### src/inc/bcs_pkg.sv
// Purpose: shared constants and types for the battery charge state machine
// Assumes: 100 MHz system clock, all timers counted in one-second ticks
// Notes:   state codes follow a Gray path off, prequal, cc, cv, top-off, done
package bcs_pkg;

  // ----------------------------------------------------------------
  // clock and timebase
  // ----------------------------------------------------------------
  localparam int unsigned CLK_MHZ        = 100;
  localparam int unsigned TICK_TIME_MS   = 1000;
  localparam int unsigned TICK_CYCLES    = TICK_TIME_MS * 1000 * CLK_MHZ;
  localparam int unsigned TMR_W          = 15;
  localparam int unsigned SEC_PER_MIN    = 60;
  localparam int unsigned SEC_PER_HOUR   = 3600;

  // ----------------------------------------------------------------
  // timer lengths (ticks are seconds)
  // ----------------------------------------------------------------
  localparam int unsigned PQ_TIME_MIN       = 30;
  localparam int unsigned SAFETY_BASE_HOUR  = 3;
  localparam int unsigned SAFETY_STEP_HOUR  = 2;
  localparam logic [1:0]  SAFETY_OFF_CODE   = 2'h0;
  localparam int unsigned FINISH_STEP_MIN   = 5;
  localparam logic [TMR_W-1:0] PQ_LIMIT     = TMR_W'(PQ_TIME_MIN * SEC_PER_MIN);

  // ----------------------------------------------------------------
  // voltage coding: regulation field is base plus code times step
  // ----------------------------------------------------------------
  localparam logic [12:0] V_BASE_MV     = 13'h0E10;   // 3600 mV
  localparam logic [12:0] V_STEP_MV     = 13'h0019;   // 25 mV
  localparam logic [12:0] SYS_MARGIN_MV = 13'h00C8;   // 200 mV
  localparam logic [5:0]  V_CODE_MAX    = 6'h28;      // 4600 mV

  // termination current percentages, selected by a two-bit field
  localparam logic [6:0] TERM_PCT0 = 7'h05;
  localparam logic [6:0] TERM_PCT1 = 7'h0A;
  localparam logic [6:0] TERM_PCT2 = 7'h14;
  localparam logic [6:0] TERM_PCT3 = 7'h1E;

  // ----------------------------------------------------------------
  // temperature zones reported by the comparators
  // ----------------------------------------------------------------
  localparam logic [2:0] ZN_NORMAL = 3'h0;
  localparam logic [2:0] ZN_WARM   = 3'h1;
  localparam logic [2:0] ZN_COOL   = 3'h2;
  localparam logic [2:0] ZN_HOT    = 3'h3;
  localparam logic [2:0] ZN_COLD   = 3'h4;

  typedef enum logic [3:0] {
    ST_OFF    = 4'h0,
    ST_PREQ   = 4'h1,
    ST_CC     = 4'h3,
    ST_CV     = 4'h2,
    ST_TOPOFF = 4'h6,
    ST_DONE   = 4'h7,
    ST_JCC    = 4'h5,
    ST_JCV    = 4'h4,
    ST_PQ_F   = 4'hC,
    ST_FC_F   = 4'hD,
    ST_TEMP_F = 4'hE
  } bcs_state_t;

endpackage : bcs_pkg

### src/hw/bcs_timer.sv
// Purpose: tick counter with synchronous clear, pause and expiry compare
// Assumes: i_tick is a one-cycle pulse from the shared timebase
// Notes:   counter saturates at the limit so expiry stays asserted
`timescale 1ns/10ps
`default_nettype none
module bcs_timer #(
  parameter int unsigned W = 15
) (
  input  wire logic         i_sys_clk,
  input  wire logic         i_rst_n,
  input  wire logic         i_clear,
  input  wire logic         i_run,
  input  wire logic         i_tick,
  input  wire logic [W-1:0] i_limit,
  output logic              o_expired
);
  logic [W-1:0] count;

  // clear wins over counting; saturation avoids wrap-around re-arming
  always_ff @(posedge i_sys_clk) begin
    if (!i_rst_n || i_clear) begin
      count <= '0;
    end else if (i_run && i_tick && count < i_limit) begin
      count <= count + W'(1);
    end
  end

  assign o_expired = (count >= i_limit);
endmodule // bcs_timer
`default_nettype wire

### src/hw/bcs_charger.sv
// Purpose: control state machine of a linear battery charger
// Assumes: comparator inputs are asynchronous, settings come from logic on i_sys_clk
// Notes:   timers count one-second ticks; shorten P_TICK_CYCLES in simulation
//
// Notes on behaviour
// RULE1: low battery stays in prequalification
// RULE2: enable cleared keeps charger off
// RULE3: four-bit state field, maskable change event
// RULE4: prequal to constant current above threshold
// RULE5: cc requests six-bit current setting
// RULE6: reach regulation voltage, enter cv, hold
// RULE7: cv enters top-off below termination current
// RULE8: safety timer starts entering cc, runs
// RULE9: safety length 3/5/7 hours, 00 off
// RULE10: safety expiry faults, stops, disconnects
// RULE11: safety timer pauses below 20%, supplement
// RULE12: status bit shows safety timer suspended
// RULE13: termination current is selectable percentage
// RULE14: top-off timer 0-35 minutes then done
// RULE15: done disconnects, restarts on 150mV drop
// RULE16: prequal 30 minutes timeout faults
// RULE17: faults cleared by enable or input toggle
// RULE18: hot or cold enters temperature fault
// RULE19: temperature fault wins, returns to previous
// RULE20: fault pauses timers, resets safety, top-off
// RULE21: three-bit temperature status field
// RULE22: warm or cool enters modified states
// RULE23: modified states use alternate settings
// RULE24: lower regulation voltage for 200mV margin
// RULE25: synchronized inputs, common slow timebase
`timescale 1ns/10ps
`default_nettype none
module bcs_charger
  import bcs_pkg::*;
#(
  parameter int unsigned P_TICK_CYCLES = bcs_pkg::TICK_CYCLES
) (
  input  wire logic                    i_sys_clk,
  input  wire logic                    i_rst_n,
  input  wire logic                    i_input_valid,
  input  wire logic                    i_batt_above_pq,
  input  wire logic                    i_volt_reached,
  input  wire logic                    i_below_term,
  input  wire logic                    i_below_20pct,
  input  wire logic                    i_supplement,
  input  wire logic                    i_batt_restart_low,
  input  wire logic [2:0]              i_temp_zone,
  input  wire logic                    i_charger_enable_bit,
  input  wire logic                    i_thermistor_enable_bit,
  input  wire logic [5:0]              i_fast_current_setting,
  input  wire logic [5:0]              i_alternate_current_setting,
  input  wire logic [5:0]              i_regulation_voltage_setting,
  input  wire logic [5:0]              i_alternate_voltage_setting,
  input  wire logic [1:0]              i_safety_timer_length,
  input  wire logic [2:0]              i_finish_timer_length,
  input  wire logic [1:0]              i_term_select,
  input  wire logic [12:0]             i_sys_voltage_mv,
  input  wire logic                    i_state_event_mask,
  output logic [3:0]                   o_charger_state_field,
  output logic                         o_state_change_event,
  output logic                         o_charge_on,
  output logic                         o_prequal_mode,
  output logic                         o_cv_mode,
  output logic                         o_batt_connect,
  output logic [5:0]                   o_current_request,
  output logic [5:0]                   o_voltage_request,
  output logic [12:0]                  o_term_current,
  output logic [5:0]                   o_regulation_voltage_setting,
  output logic                         o_config_error_event,
  output logic                         o_safety_timer_suspended,
  output logic [2:0]                   o_temperature_status_field
);
  import bcs_pkg::*;

  // ----------------------------------------------------------------
  // input synchronisers
  // ----------------------------------------------------------------
  localparam int unsigned NSYNC = 10;
  logic [NSYNC-1:0] meta;
  logic [NSYNC-1:0] sync;
  logic             valid_s, above_pq, v_reached, below_term, below_20, supp, restart_low;
  logic [2:0]       zone;

  // two flops per comparator input before any decision logic [RULE25]
  always_ff @(posedge i_sys_clk) begin
    if (!i_rst_n) begin
      meta <= '0;
      sync <= '0;
    end else begin
      meta <= {i_temp_zone, i_batt_restart_low, i_supplement, i_below_20pct,
               i_below_term, i_volt_reached, i_batt_above_pq, i_input_valid};
      sync <= meta;
    end
  end
  assign {zone, restart_low, supp, below_20, below_term, v_reached, above_pq, valid_s} = sync;

  // ----------------------------------------------------------------
  // one-second timebase
  // ----------------------------------------------------------------
  logic [31:0] tick_cnt;
  logic        tick;

  // one shared divider keeps all three timers in step [RULE25]
  always_ff @(posedge i_sys_clk) begin
    if (!i_rst_n) begin
      tick_cnt <= '0;
      tick     <= 1'b0;
    end else if (tick_cnt == 32'(P_TICK_CYCLES - 1)) begin
      tick_cnt <= '0;
      tick     <= 1'b1;
    end else begin
      tick_cnt <= tick_cnt + 32'h1;
      tick     <= 1'b0;
    end
  end

  // ----------------------------------------------------------------
  // temperature classification and settings
  // ----------------------------------------------------------------
  logic       thm_fault, thm_mod;
  logic [5:0] v_code_eff;
  logic [12:0] v_mv;

  assign thm_fault = i_thermistor_enable_bit && (zone == ZN_HOT || zone == ZN_COLD);  // [RULE18]
  assign thm_mod   = i_thermistor_enable_bit && (zone == ZN_WARM || zone == ZN_COOL);  // [RULE22]

  // lower the code until the system rail is 200 mV above it [RULE24]
  assign v_mv = V_BASE_MV + 13'(i_regulation_voltage_setting * V_STEP_MV);
  always_comb begin
    v_code_eff = i_regulation_voltage_setting;
    if (v_mv + SYS_MARGIN_MV > i_sys_voltage_mv) begin
      if (i_sys_voltage_mv < V_BASE_MV + SYS_MARGIN_MV) begin
        v_code_eff = 6'h00;
      end else begin
        v_code_eff = 6'((i_sys_voltage_mv - V_BASE_MV - SYS_MARGIN_MV) / V_STEP_MV);
      end
    end
    if (v_code_eff > V_CODE_MAX) begin
      v_code_eff = V_CODE_MAX;
    end
  end

  // ----------------------------------------------------------------
  // timers
  // ----------------------------------------------------------------
  bcs_state_t        state, next_state, saved;
  logic              pq_exp, fc_exp_raw, to_exp, fc_exp;
  logic              is_fast, next_fast, fc_pause;
  logic [TMR_W-1:0]  fc_limit, to_limit;

  assign is_fast   = (state == ST_CC || state == ST_CV || state == ST_JCC || state == ST_JCV);
  assign next_fast = (next_state == ST_CC || next_state == ST_CV ||
                      next_state == ST_JCC || next_state == ST_JCV);
  // pause below 20% in constant current and during supplement [RULE11]
  assign fc_pause  = supp || (below_20 && (state == ST_CC || state == ST_JCC));
  // 3, 5 or 7 hours; code 00 never expires [RULE9]
  assign fc_limit  = TMR_W'((SAFETY_BASE_HOUR + SAFETY_STEP_HOUR * (32'(i_safety_timer_length) - 32'h1))
                            * SEC_PER_HOUR);
  assign fc_exp    = fc_exp_raw && (i_safety_timer_length != SAFETY_OFF_CODE);
  assign to_limit  = TMR_W'(32'(i_finish_timer_length) * FINISH_STEP_MIN * SEC_PER_MIN);  // [RULE14]

  // prequal timer cleared only while off, so it resumes after a temperature fault [RULE20]
  bcs_timer #(.W(TMR_W)) u_pq_tmr (
    .i_sys_clk (i_sys_clk),
    .i_rst_n   (i_rst_n),
    .i_clear   (state == ST_OFF),
    .i_run     (state == ST_PREQ),
    .i_tick    (tick),
    .i_limit   (PQ_LIMIT),
    .o_expired (pq_exp)
  );

  // restarts on entry to the fast states from elsewhere, including fault exit [RULE8] [RULE20]
  bcs_timer #(.W(TMR_W)) u_fc_tmr (
    .i_sys_clk (i_sys_clk),
    .i_rst_n   (i_rst_n),
    .i_clear   (next_fast && !is_fast),
    .i_run     (is_fast && !fc_pause),
    .i_tick    (tick),
    .i_limit   (fc_limit),
    .o_expired (fc_exp_raw)
  );

  // restarts on each entry to top-off; zero length completes at once [RULE14] [RULE20]
  bcs_timer #(.W(TMR_W)) u_to_tmr (
    .i_sys_clk (i_sys_clk),
    .i_rst_n   (i_rst_n),
    .i_clear   (next_state == ST_TOPOFF && state != ST_TOPOFF),
    .i_run     (state == ST_TOPOFF),
    .i_tick    (tick),
    .i_limit   (to_limit),
    .o_expired (to_exp)
  );

  // ----------------------------------------------------------------
  // state machine
  // ----------------------------------------------------------------
  bcs_state_t cc_pick, cv_pick;
  assign cc_pick = thm_mod ? ST_JCC : ST_CC;  // [RULE22]
  assign cv_pick = thm_mod ? ST_JCV : ST_CV;

  // disable and input loss outrank all, then temperature fault [RULE2] [RULE19]
  always_comb begin
    next_state = state;
    if (!i_charger_enable_bit || !valid_s) begin
      next_state = ST_OFF;  // [RULE2] [RULE17]
    end else if (thm_fault && state != ST_OFF && state != ST_TEMP_F) begin
      next_state = ST_TEMP_F;  // [RULE18]
    end else begin
      case (state)
        ST_OFF: begin
          if (!above_pq) begin
            next_state = ST_PREQ;
          end else if (restart_low) begin
            next_state = cc_pick;
          end
        end
        ST_PREQ: begin
          if (above_pq) begin
            next_state = cc_pick;  // [RULE4]
          end else if (pq_exp) begin
            next_state = ST_PQ_F;  // [RULE16]
          end else begin
            next_state = ST_PREQ;  // [RULE1]
          end
        end
        ST_CC, ST_JCC: begin
          if (fc_exp) begin
            next_state = ST_FC_F;  // [RULE10]
          end else if (v_reached) begin
            next_state = cv_pick;  // [RULE6]
          end else begin
            next_state = cc_pick;  // [RULE23]
          end
        end
        ST_CV, ST_JCV: begin
          if (fc_exp) begin
            next_state = ST_FC_F;  // [RULE10]
          end else if (below_term) begin
            next_state = ST_TOPOFF;  // [RULE7]
          end else begin
            next_state = cv_pick;  // [RULE23]
          end
        end
        ST_TOPOFF: begin
          if (to_exp) begin
            next_state = ST_DONE;  // [RULE14]
          end
        end
        ST_DONE: begin
          if (restart_low) begin
            next_state = above_pq ? cc_pick : ST_PREQ;  // [RULE15]
          end
        end
        ST_TEMP_F: begin
          if (!thm_fault) begin
            next_state = saved;  // [RULE19]
          end
        end
        ST_PQ_F, ST_FC_F: next_state = state;  // [RULE17]
        default: next_state = ST_OFF;
      endcase
    end
  end

  // state register and the state to resume after a temperature fault
  always_ff @(posedge i_sys_clk) begin
    if (!i_rst_n) begin
      state <= ST_OFF;
      saved <= ST_OFF;
    end else begin
      state <= next_state;
      if (next_state == ST_TEMP_F && state != ST_TEMP_F) begin
        saved <= state;  // [RULE19]
      end
    end
  end

  // ----------------------------------------------------------------
  // registered outputs
  // ----------------------------------------------------------------
  logic       chg_on_n, jeita_n, cv_n, conn_n;
  logic [5:0] cur_n;
  logic [6:0] pct;
  logic       cfg_bad, cfg_bad_q;

  assign chg_on_n = (next_state == ST_PREQ || next_state == ST_TOPOFF || next_fast);
  assign jeita_n  = (next_state == ST_JCC || next_state == ST_JCV);
  assign cv_n     = (next_state == ST_CV || next_state == ST_JCV || next_state == ST_TOPOFF);  // [RULE13]
  // faults, done and off with valid input keep the cell off the system rail [RULE10] [RULE15] [RULE18]
  assign conn_n   = !(next_state == ST_DONE || next_state == ST_PQ_F || next_state == ST_FC_F ||
                      next_state == ST_TEMP_F || (next_state == ST_OFF && valid_s));
  assign cur_n    = jeita_n ? i_alternate_current_setting : i_fast_current_setting;  // [RULE5] [RULE23]
  assign cfg_bad  = (v_code_eff != i_regulation_voltage_setting);

  always_comb begin
    case (i_term_select)
      2'h0:    pct = TERM_PCT0;
      2'h1:    pct = TERM_PCT1;
      2'h2:    pct = TERM_PCT2;
      default: pct = TERM_PCT3;
    endcase
  end

  // drive requests and state reporting one edge after the decision
  always_ff @(posedge i_sys_clk) begin
    if (!i_rst_n) begin
      o_charger_state_field <= ST_OFF;
      o_state_change_event  <= 1'b0;
      o_charge_on           <= 1'b0;
      o_prequal_mode        <= 1'b0;
      o_cv_mode             <= 1'b0;
      o_batt_connect        <= 1'b1;
      o_current_request     <= 6'h00;
      o_voltage_request     <= 6'h00;
      o_term_current        <= 13'h0000;
    end else begin
      o_charger_state_field <= next_state;  // [RULE3]
      o_state_change_event  <= (next_state != state) && !i_state_event_mask;  // [RULE3]
      o_charge_on           <= chg_on_n;  // [RULE10] [RULE16] [RULE18]
      o_prequal_mode        <= (next_state == ST_PREQ);  // [RULE1]
      o_cv_mode             <= cv_n;  // [RULE6]
      o_batt_connect        <= conn_n;
      o_current_request     <= chg_on_n ? cur_n : 6'h00;  // [RULE5]
      o_voltage_request     <= jeita_n ? i_alternate_voltage_setting : v_code_eff;  // [RULE6] [RULE23]
      o_term_current        <= 13'(cur_n) * 13'(pct);  // widen first, product needs 11 bits [RULE13]
    end
  end

  // status fields and configuration check
  always_ff @(posedge i_sys_clk) begin
    if (!i_rst_n) begin
      o_regulation_voltage_setting <= 6'h00;
      o_config_error_event         <= 1'b0;
      o_safety_timer_suspended     <= 1'b0;
      o_temperature_status_field   <= ZN_NORMAL;
      cfg_bad_q                    <= 1'b0;
    end else begin
      cfg_bad_q                    <= cfg_bad;
      o_regulation_voltage_setting <= v_code_eff;  // [RULE24]
      o_config_error_event         <= cfg_bad && !cfg_bad_q;  // [RULE24]
      o_safety_timer_suspended     <= is_fast && fc_pause;  // [RULE12]
      o_temperature_status_field   <= zone;  // [RULE21]
    end
  end
endmodule // bcs_charger
`default_nettype wire

### config.mk
export PLATFORM = sky130hd
export DESIGN_NAME = bcs_charger
export DESIGN_NICKNAME = d
export VERILOG_FILES = /design/src/inc/bcs_pkg.sv /design/src/hw/bcs_timer.sv /design/src/hw/bcs_charger.sv
export SDC_FILE = /design/constraint.sdc
export NUM_CORES = 1
export LEC_CHECK = 0
export BUFFER_PORTS_ARGS = -buffer_cell sky130_fd_sc_hd__buf_4
export CAP_MARGIN = 20
export CORE_ASPECT_RATIO = 0.5
export CORE_MARGIN = 2
export CORE_UTILIZATION = 32
export CTS_CLUSTER_SIZE = 14
export DETAILED_ROUTE_END_ITERATION = 8
export GPL_ROUTABILITY_DRIVEN = 0
export GPL_TIMING_DRIVEN = 1
export SLEW_MARGIN = 15
export SYNTH_ARGS = -nofsm -noshare
export SYNTH_HDL_FRONTEND = slang
export SYNTH_SLANG_ARGS = --single-unit
export TNS_END_PERCENT = 5
### constraint.sdc
create_clock -name i_sys_clk -period 14.3 [get_ports i_sys_clk]
set_input_delay 2.86 -clock i_sys_clk [delete_from_list [all_inputs] [get_ports i_sys_clk]]
set_output_delay 2.86 -clock i_sys_clk [all_outputs]
set_load 0.02 [all_outputs]
==> impl_metrics.ini, run 1 <==
[run_status]
outcome = complete, no violations

[setup_path]
crit_path_max_incr_delay_ns = 0.83
worst_ep_arrival_time_ns = 10.56
worstSetupPathType = in -> reg
timing.critical_path.required_ns = 14.61
timing.critical_path.to_type = register
maximum_net_fanout_on_the_critical_path = 16
cp_slowest_cell = sky130_fd_sc_hd__nand3_1
timing.critical_path.from_type = input pin

[timing]
max_slew.worst_pin.slew_ns = 1.03
slew_viol_final = 0
finalClockSkew_ns = 0.00774
fin_worst_hold_slack_ns = 0.411
final-setup-viol-count = 0
rsz_0062_raised_after_global_routing = false
hold_viol = 0
setup_tns_ns = 0
timing.fmax_mhz = 97.6
post-route-min-period_ns = 10.25
final.setup.worst_slack_ns = 4.05
period_share = 0.717
timing.slew.headroom = 0.308

[logic_synthesis]
yosysUniqueCellTypes = 106
synth_seq_cells = 147
synth_largest_type_area_fraction = 0.261
synth.cell_area_sq_um = 11300
number_of_synthesized_flops_with_an_enable_pin = 0
postSynth.asyncResetShare = 0
synthTopCellsByArea = sky130_fd_sc_hd__dfxtp_1 (26%), sky130_fd_sc_hd__ha_1 (12%), sky130_fd_sc_hd__nor2_1 (5.4%)
yosys_most_used_dff = sky130_fd_sc_hd__dfxtp_1
synthesis.area_per_instance_sq_um = 8.27
yosysWarnings = 0
synth-seq-area-share = 0.261
synth.largest_area_cell = sky130_fd_sc_hd__dfxtp_1
synthesis.instances = 1363

[detailed_routing]
drt_first_iter_violations = 644
post_route_ant_nets = 0
drt_drc_violations_left = 0
num_vias = 9545
drt-total-wl_mm = 26.7
dr.pass1.iters = 5
avgRoutedWirePerCell_um = 13.8
routed_vias_inst = 4.94

[cts]
cts_buffers = 17
clock_tree_from_tritoncts = built
insertion_delay_ns = 0.43
root_buffer = sky130_fd_sc_hd__clkbuf_16
postCtsResizedCells = 0
post_cts.repair.setup_buffers = 0
htreeDepth = 4
postCtsHoldBufs = 0
cts.clk_slew.worst_paths_ns = 0.06
clock_sinks = 147
clock_tree.buffer_depth = 2

[finish]
area_growth_syn_to_layout_pct = 15.6
finish.net_count = 1630
drive_above_1_share = 0.135
num-fill-cells = 3621
register_area_sq_um = 2940
multi_input_area_sq_um = 7740

[global_route]
wire_length_of_the_first_global_routing_pass_mm = 44.1
groute.usage.overall = 0.144
globalRoute.totalOverflow = 0
antenna_found_initial = 1
largest_net_degree_at_the_start_of_global_routing = 41
first_global_vias = 8983

[min_path]
timing.hold.worst.class = reg -> reg

[placement]
hpwl_mm = 20.7
place_ws_ns = 3.60
port_buffers = 102

[die]
design.die.area_sq_um = 36800
row_count = 48
io_pins = 104
width_of_the_die_um = 269
floorplan.initialDensity = 0.326
die_h_um = 137
core_region_area_sq_um = 34600

[run]
drv_cap = 0

[power_and_ir_drop]
power_density_nw_per_um2 = 123
ir_drop_mv = 0.0810
power.static_leakage_nw = 5.54
-- layout make-up --
| cell class | instances | share of cell area |
|---|---|---|
| Multi-Input combinational cell | 1077 | 0.594 |
| Sequential cell | 147 | 0.226 |
| Timing Repair Buffer | 109 | 0.0628 |
| Tap cell | 475 | 0.0456 |
| Clock buffer | 21 | 0.0353 |
| Inverter | 91 | 0.0262 |
| Clock inverter | 10 | 0.00960 |
| Antenna cell | 1 | 0.000192 |
-- flip-flops by register name, summed over array words and instances, names as in the netlist, 3 cells and up --
| register | cells |
|---|---|
| meta | 10 |
| o_charger_state_field | 4 |
| o_current_request | 6 |
| o_regulation_voltage_setting | 6 |
| o_temperature_status_field | 3 |
| o_term_current | 12 |
| o_voltage_request | 6 |
| saved | 4 |
| sync | 10 |
| tick_cnt | 32 |
| u_fc_tmr.count | 15 |
| u_pq_tmr.count | 15 |
| u_to_tmr.count | 15 |
-- through the flow --
stage          total power [mW]  utilization  std cells  instance area (sq um)
6_report                   1.61        0.377       1931                  13000
4_1_cts                    1.62        0.376       1929                  13000
2_1_floorplan              1.01            -       1365                  11300
5_1_grt                    1.72        0.377       1931                  13000
3_3_place_gp               1.16        0.359       1898                  12400
3_5_place_dp               1.17        0.359       1898                  12400
-- worst max-delay path, delay by kind of cell --
family,cells,cell delay [ns]
AND/OR/NAND/NOR,9,1.66
multiplexers,1,0.60
buffers and inverters,4,0.36
XOR/XNOR,3,0.48
adder cells (fa/ha/maj),7,2.81
AO/OA/AOI/OAI,9,1.80
-- kinds of logic (layout without fill, tap and decap cells) --
group           Yosys count  after routing  synth area share
mux                      30             30            0.0283
simple gates            533            533             0.237
xor+xnor                116            116            0.0908
other cells               1              4          0.000333
flops                   147            147             0.261
fa+ha+maj               129            129             0.154
buf+inv                 141            231            0.0545
compound gates          266            266             0.173
-- cell usage after synthesis (7+ instances only) --
cell type                  number
sky130_fd_sc_hd__clkbuf_1      27
sky130_fd_sc_hd__mux2_2         8
sky130_fd_sc_hd__dfxtp_1      147
sky130_fd_sc_hd__xor2_1        60
sky130_fd_sc_hd__nand4_1       16
sky130_fd_sc_hd__inv_1         90
sky130_fd_sc_hd__and2_1        44
sky130_fd_sc_hd__mux2i_1       20
sky130_fd_sc_hd__nand3_1       48
sky130_fd_sc_hd__o21ai_0       39
sky130_fd_sc_hd__nor2_1       161
sky130_fd_sc_hd__nor2b_1       22
sky130_fd_sc_hd__ha_1         111
sky130_fd_sc_hd__nand2_1      101
sky130_fd_sc_hd__fa_1          17
sky130_fd_sc_hd__a21o_1        10
sky130_fd_sc_hd__o211ai_1      12
sky130_fd_sc_hd__xnor2_1       55
sky130_fd_sc_hd__or3_1         11
sky130_fd_sc_hd__a211oi_1       7
sky130_fd_sc_hd__nand2b_1      21
sky130_fd_sc_hd__buf_6          8
sky130_fd_sc_hd__nor3_1        32
sky130_fd_sc_hd__o21ai_1       10
sky130_fd_sc_hd__a31oi_1       13
sky130_fd_sc_hd__and3_1        23
sky130_fd_sc_hd__nor4_1         9
sky130_fd_sc_hd__buf_2          8
sky130_fd_sc_hd__a21oi_1       64
-- routing by layer --
| metal | up-vias | wire, um | global-route usage |
|---|---|---|---|
| li1 | 4939 | - | - |
| met1 | 4469 | 12600 | 0.180 |
| met2 | 105 | 13000 | 0.259 |
| met3 | 32 | 592 | 0.0209 |
| met4 | 0 | 493 | 0.0460 |
| met5 | - | 0 | 0 |
-- cell usage in the layout, fill, tap and decap left out, drive strengths merged, types with 35 or more instances in the layout --
cell type	Yosys	layout
a21oi	64	64
and2	45	45
buf	23	109
dfxtp	147	147
ha	111	111
inv	91	94
nand2	101	101
nand3	50	50
nor2	162	162
nor3	35	35
o21ai	51	51
xnor2	56	56
xor2	60	60
-- where the power goes --
part	switching, mW	total, mW	internal (mW)
sequential	0.0102	0.440	0.430
combinational	0.423	0.723	0.300
clock	0.176	0.443	0.267
-- path summary, 6_finish.rpt --
kind	from	to	slack, ns	depth (start not counted)
hold reg to reg	cfg_bad_q	o_config_error_event	0.41	1
hold / removal	cfg_bad_q	o_config_error_event	0.41	1
setup reg to reg	u_fc_tmr.count[5]	o_term_current[10]	6.83	30
setup / recovery	i_safety_timer_length[0]	o_term_current[10]	4.05	33
Power figures use the tool's default switching activity.
==> run 2: changes to the inputs <==
- clock period: 14.3 -> 9.8 ns (I/O delays scaled with it)
==> run 2 against run 1 <==
Effect of this change:
- wire length fell by 0.33%
- core utilization rose by 0.31 points
- worst hold slack improved by 0.0047 ns
- sequential power rose by 46%
- critical endpoint unchanged
- cell area rose by 0.82%
- combinational power rose by 47%
- critical path type unchanged
==> impl_metrics.ini, run 2 (same netlist as run 1, synthesis figures left out) <==
[timing]
post-route-min-period_ns = 8.69
slew_viol_final = 0
timing.slew.headroom = 0.298
hold_viol = 0
period_share = 0.887
timing.fmax_mhz = 115
rsz_0062_raised_after_global_routing = false
setup_tns_ns = 0
final-setup-viol-count = 0
finalClockSkew_ns = 0.00870
max_slew.worst_pin.slew_ns = 1.05

[run_status]
outcome = complete, no violations

[global_route]
grt_util_met1 = 0.184
groute.usage.overall = 0.145
wire_length_of_the_first_global_routing_pass_mm = 44.3
globalRoute.totalOverflow = 0
largest_net_degree_at_the_start_of_global_routing = 41
global_route.usage.met2 = 0.262
first_global_vias = 9089
global_route.peak_usage_layer = met2
globalRouteMet3Util = 0.0195
antenna_found_initial = 0

[finish]
max_flop_register = tick_cnt
drive_above_1_share = 0.143
fin_area_sq_um = 13100
instances_no_fill = 1941
finish.net_count = 1640
antenna_cells = 0
final_cell_mix = sky130_fd_sc_hd__nor2_1 (161), sky130_fd_sc_hd__dfxtp_1 (147), sky130_fd_sc_hd__buf_4 (119)
postLayoutCoreUtil = 0.380
area_growth_syn_to_layout_pct = 16.5
num-fill-cells = 3564
layout_commonest_cell = sky130_fd_sc_hd__nor2_1
largest_register_ff_count = 32

[setup_path]
crit_path_max_incr_delay_ns = 0.56
worstReg2RegStart = u_fc_tmr.count[5]
worstPathBufferInverterCount = 4
timing.critical_path.to_type = register
timing.critical_path.from_type = input pin
critical_path.most_common_cell = sky130_fd_sc_hd__ha_1
crit_start = i_safety_timer_length[0]
timing.critical_path.required_ns = 10.09
critical_path.top_delay_family = adder cells
cp_slowest_cell = sky130_fd_sc_hd__fa_1
worst_ep_arrival_time_ns = 8.98
worstSetupPathType = in -> reg
maximum_net_fanout_on_the_critical_path = 11

[detailed_routing]
post_route_ant_nets = 0
drt_first_iter_violations = 690
drt_drc_violations_left = 0
avgRoutedWirePerCell_um = 13.7
drt-total-wl_mm = 26.6
dr.pass1.iters = 5
num_vias = 9542
routed_vias_inst = 4.92

[die]
width_of_the_die_um = 269
io_pins = 104
die_h_um = 137
floorplan.initialDensity = 0.326
core_region_area_sq_um = 34600
row_count = 48
design.die.area_sq_um = 36800

[run]
drv_cap = 0

[placement]
detailed_place.area_sq_um = 12500
total_instance_count_after_detailed_placement = 1908
port_buffers = 102
hpwl_mm = 20.6

[power_and_ir_drop]
combinationalPowerShare = 0.445
clkPwrFrac = 0.285
p_sw_mw = 0.879
ir_drop_mv = 0.110
power.share.sequential = 0.270
power.static_leakage_nw = 5.61
intPower_mw = 1.50
design_power_total_mw = 2.38
power.share.switching = 0.370
power_density_nw_per_um2 = 181

[cts]
clock_tree.buffer_depth = 2
insertion_delay_ns = 0.42
clock_sinks = 147
postCtsHoldBufs = 0
post_cts.repair.setup_buffers = 0
postCtsResizedCells = 0
cts_buffers = 17
cts.clk_slew.worst_paths_ns = 0.06
htreeDepth = 4
clock_tree_from_tritoncts = built
root_buffer = sky130_fd_sc_hd__clkbuf_16

[min_path]
timing.hold.worst.class = reg -> reg
hp-start = cfg_bad_q
[run 2: cell types whose count changed in the layout (fill, tap and decap cells not counted)]
cell	previous run	this run
sky130_fd_sc_hd__buf_4	109	119
sky130_fd_sc_hd__clkinv_2	0	2
sky130_fd_sc_hd__bufinv_16	2	3
sky130_fd_sc_hd__clkbuf_1	2	1
sky130_fd_sc_hd__clkbuf_8	2	3
sky130_fd_sc_hd__clkinv_4	1	0
sky130_fd_sc_hd__clkinvlp_4	4	3
sky130_fd_sc_hd__diode_2	1	0
[run 2: per-layer routing]
| metal | part of all wire | wire [um] |
|---|---|---|
| met1 | 0.47 | 12600 |
| met2 | 0.49 | 13000 |
| met3 | 0.025 | 675 |
| met4 | 0.012 | 318 |
| met5 | 0 | 0 |
[run 2: power groups by stage]
stage	Sequential (mW)	Clock [mW]	Combinational [mW]
2_1_floorplan	0.679	0	0.791
3_3_place_gp	0.654	0	1.05
3_5_place_dp	0.654	0	1.05
4_1_cts	0.642	0.692	1.06
5_1_grt	0.643	0.720	1.18
6_report	0.641	0.676	1.06
[run 2: stage by stage]
step / setup slack [ns] / hold slack (ns)
CTS: 1.09 / 0.418
global route: 0.493 / 0.444
finish: 1.11 / 0.416
floorplan: 0.933 / 0.391
global placement: 0.775 / 0.407
detailed placement: 0.679 / 0.397
[run 2: final cells by class]
type / instances / area (sq um) / area share
multi-input cells: 1077 / 7740 / 0.590
flip-flops and latches: 147 / 2940 / 0.224
repair buffers: 119 / 893 / 0.0680
well taps: 475 / 594 / 0.0452
clock buffers: 21 / 470 / 0.0358
inverters: 91 / 342 / 0.0260
clock inverters: 11 / 149 / 0.0113
[run 2: final timing paths]
| check | to | slack, ns | depth (start not counted) |
|---|---|---|---|
| hold reg to reg | o_config_error_event | 0.42 | 1 |
| setup reg to reg | o_term_current[10] | 3.15 | 32 |
| hold / removal | o_config_error_event | 0.42 | 1 |
| setup / recovery | o_term_current[10] | 1.11 | 33 |
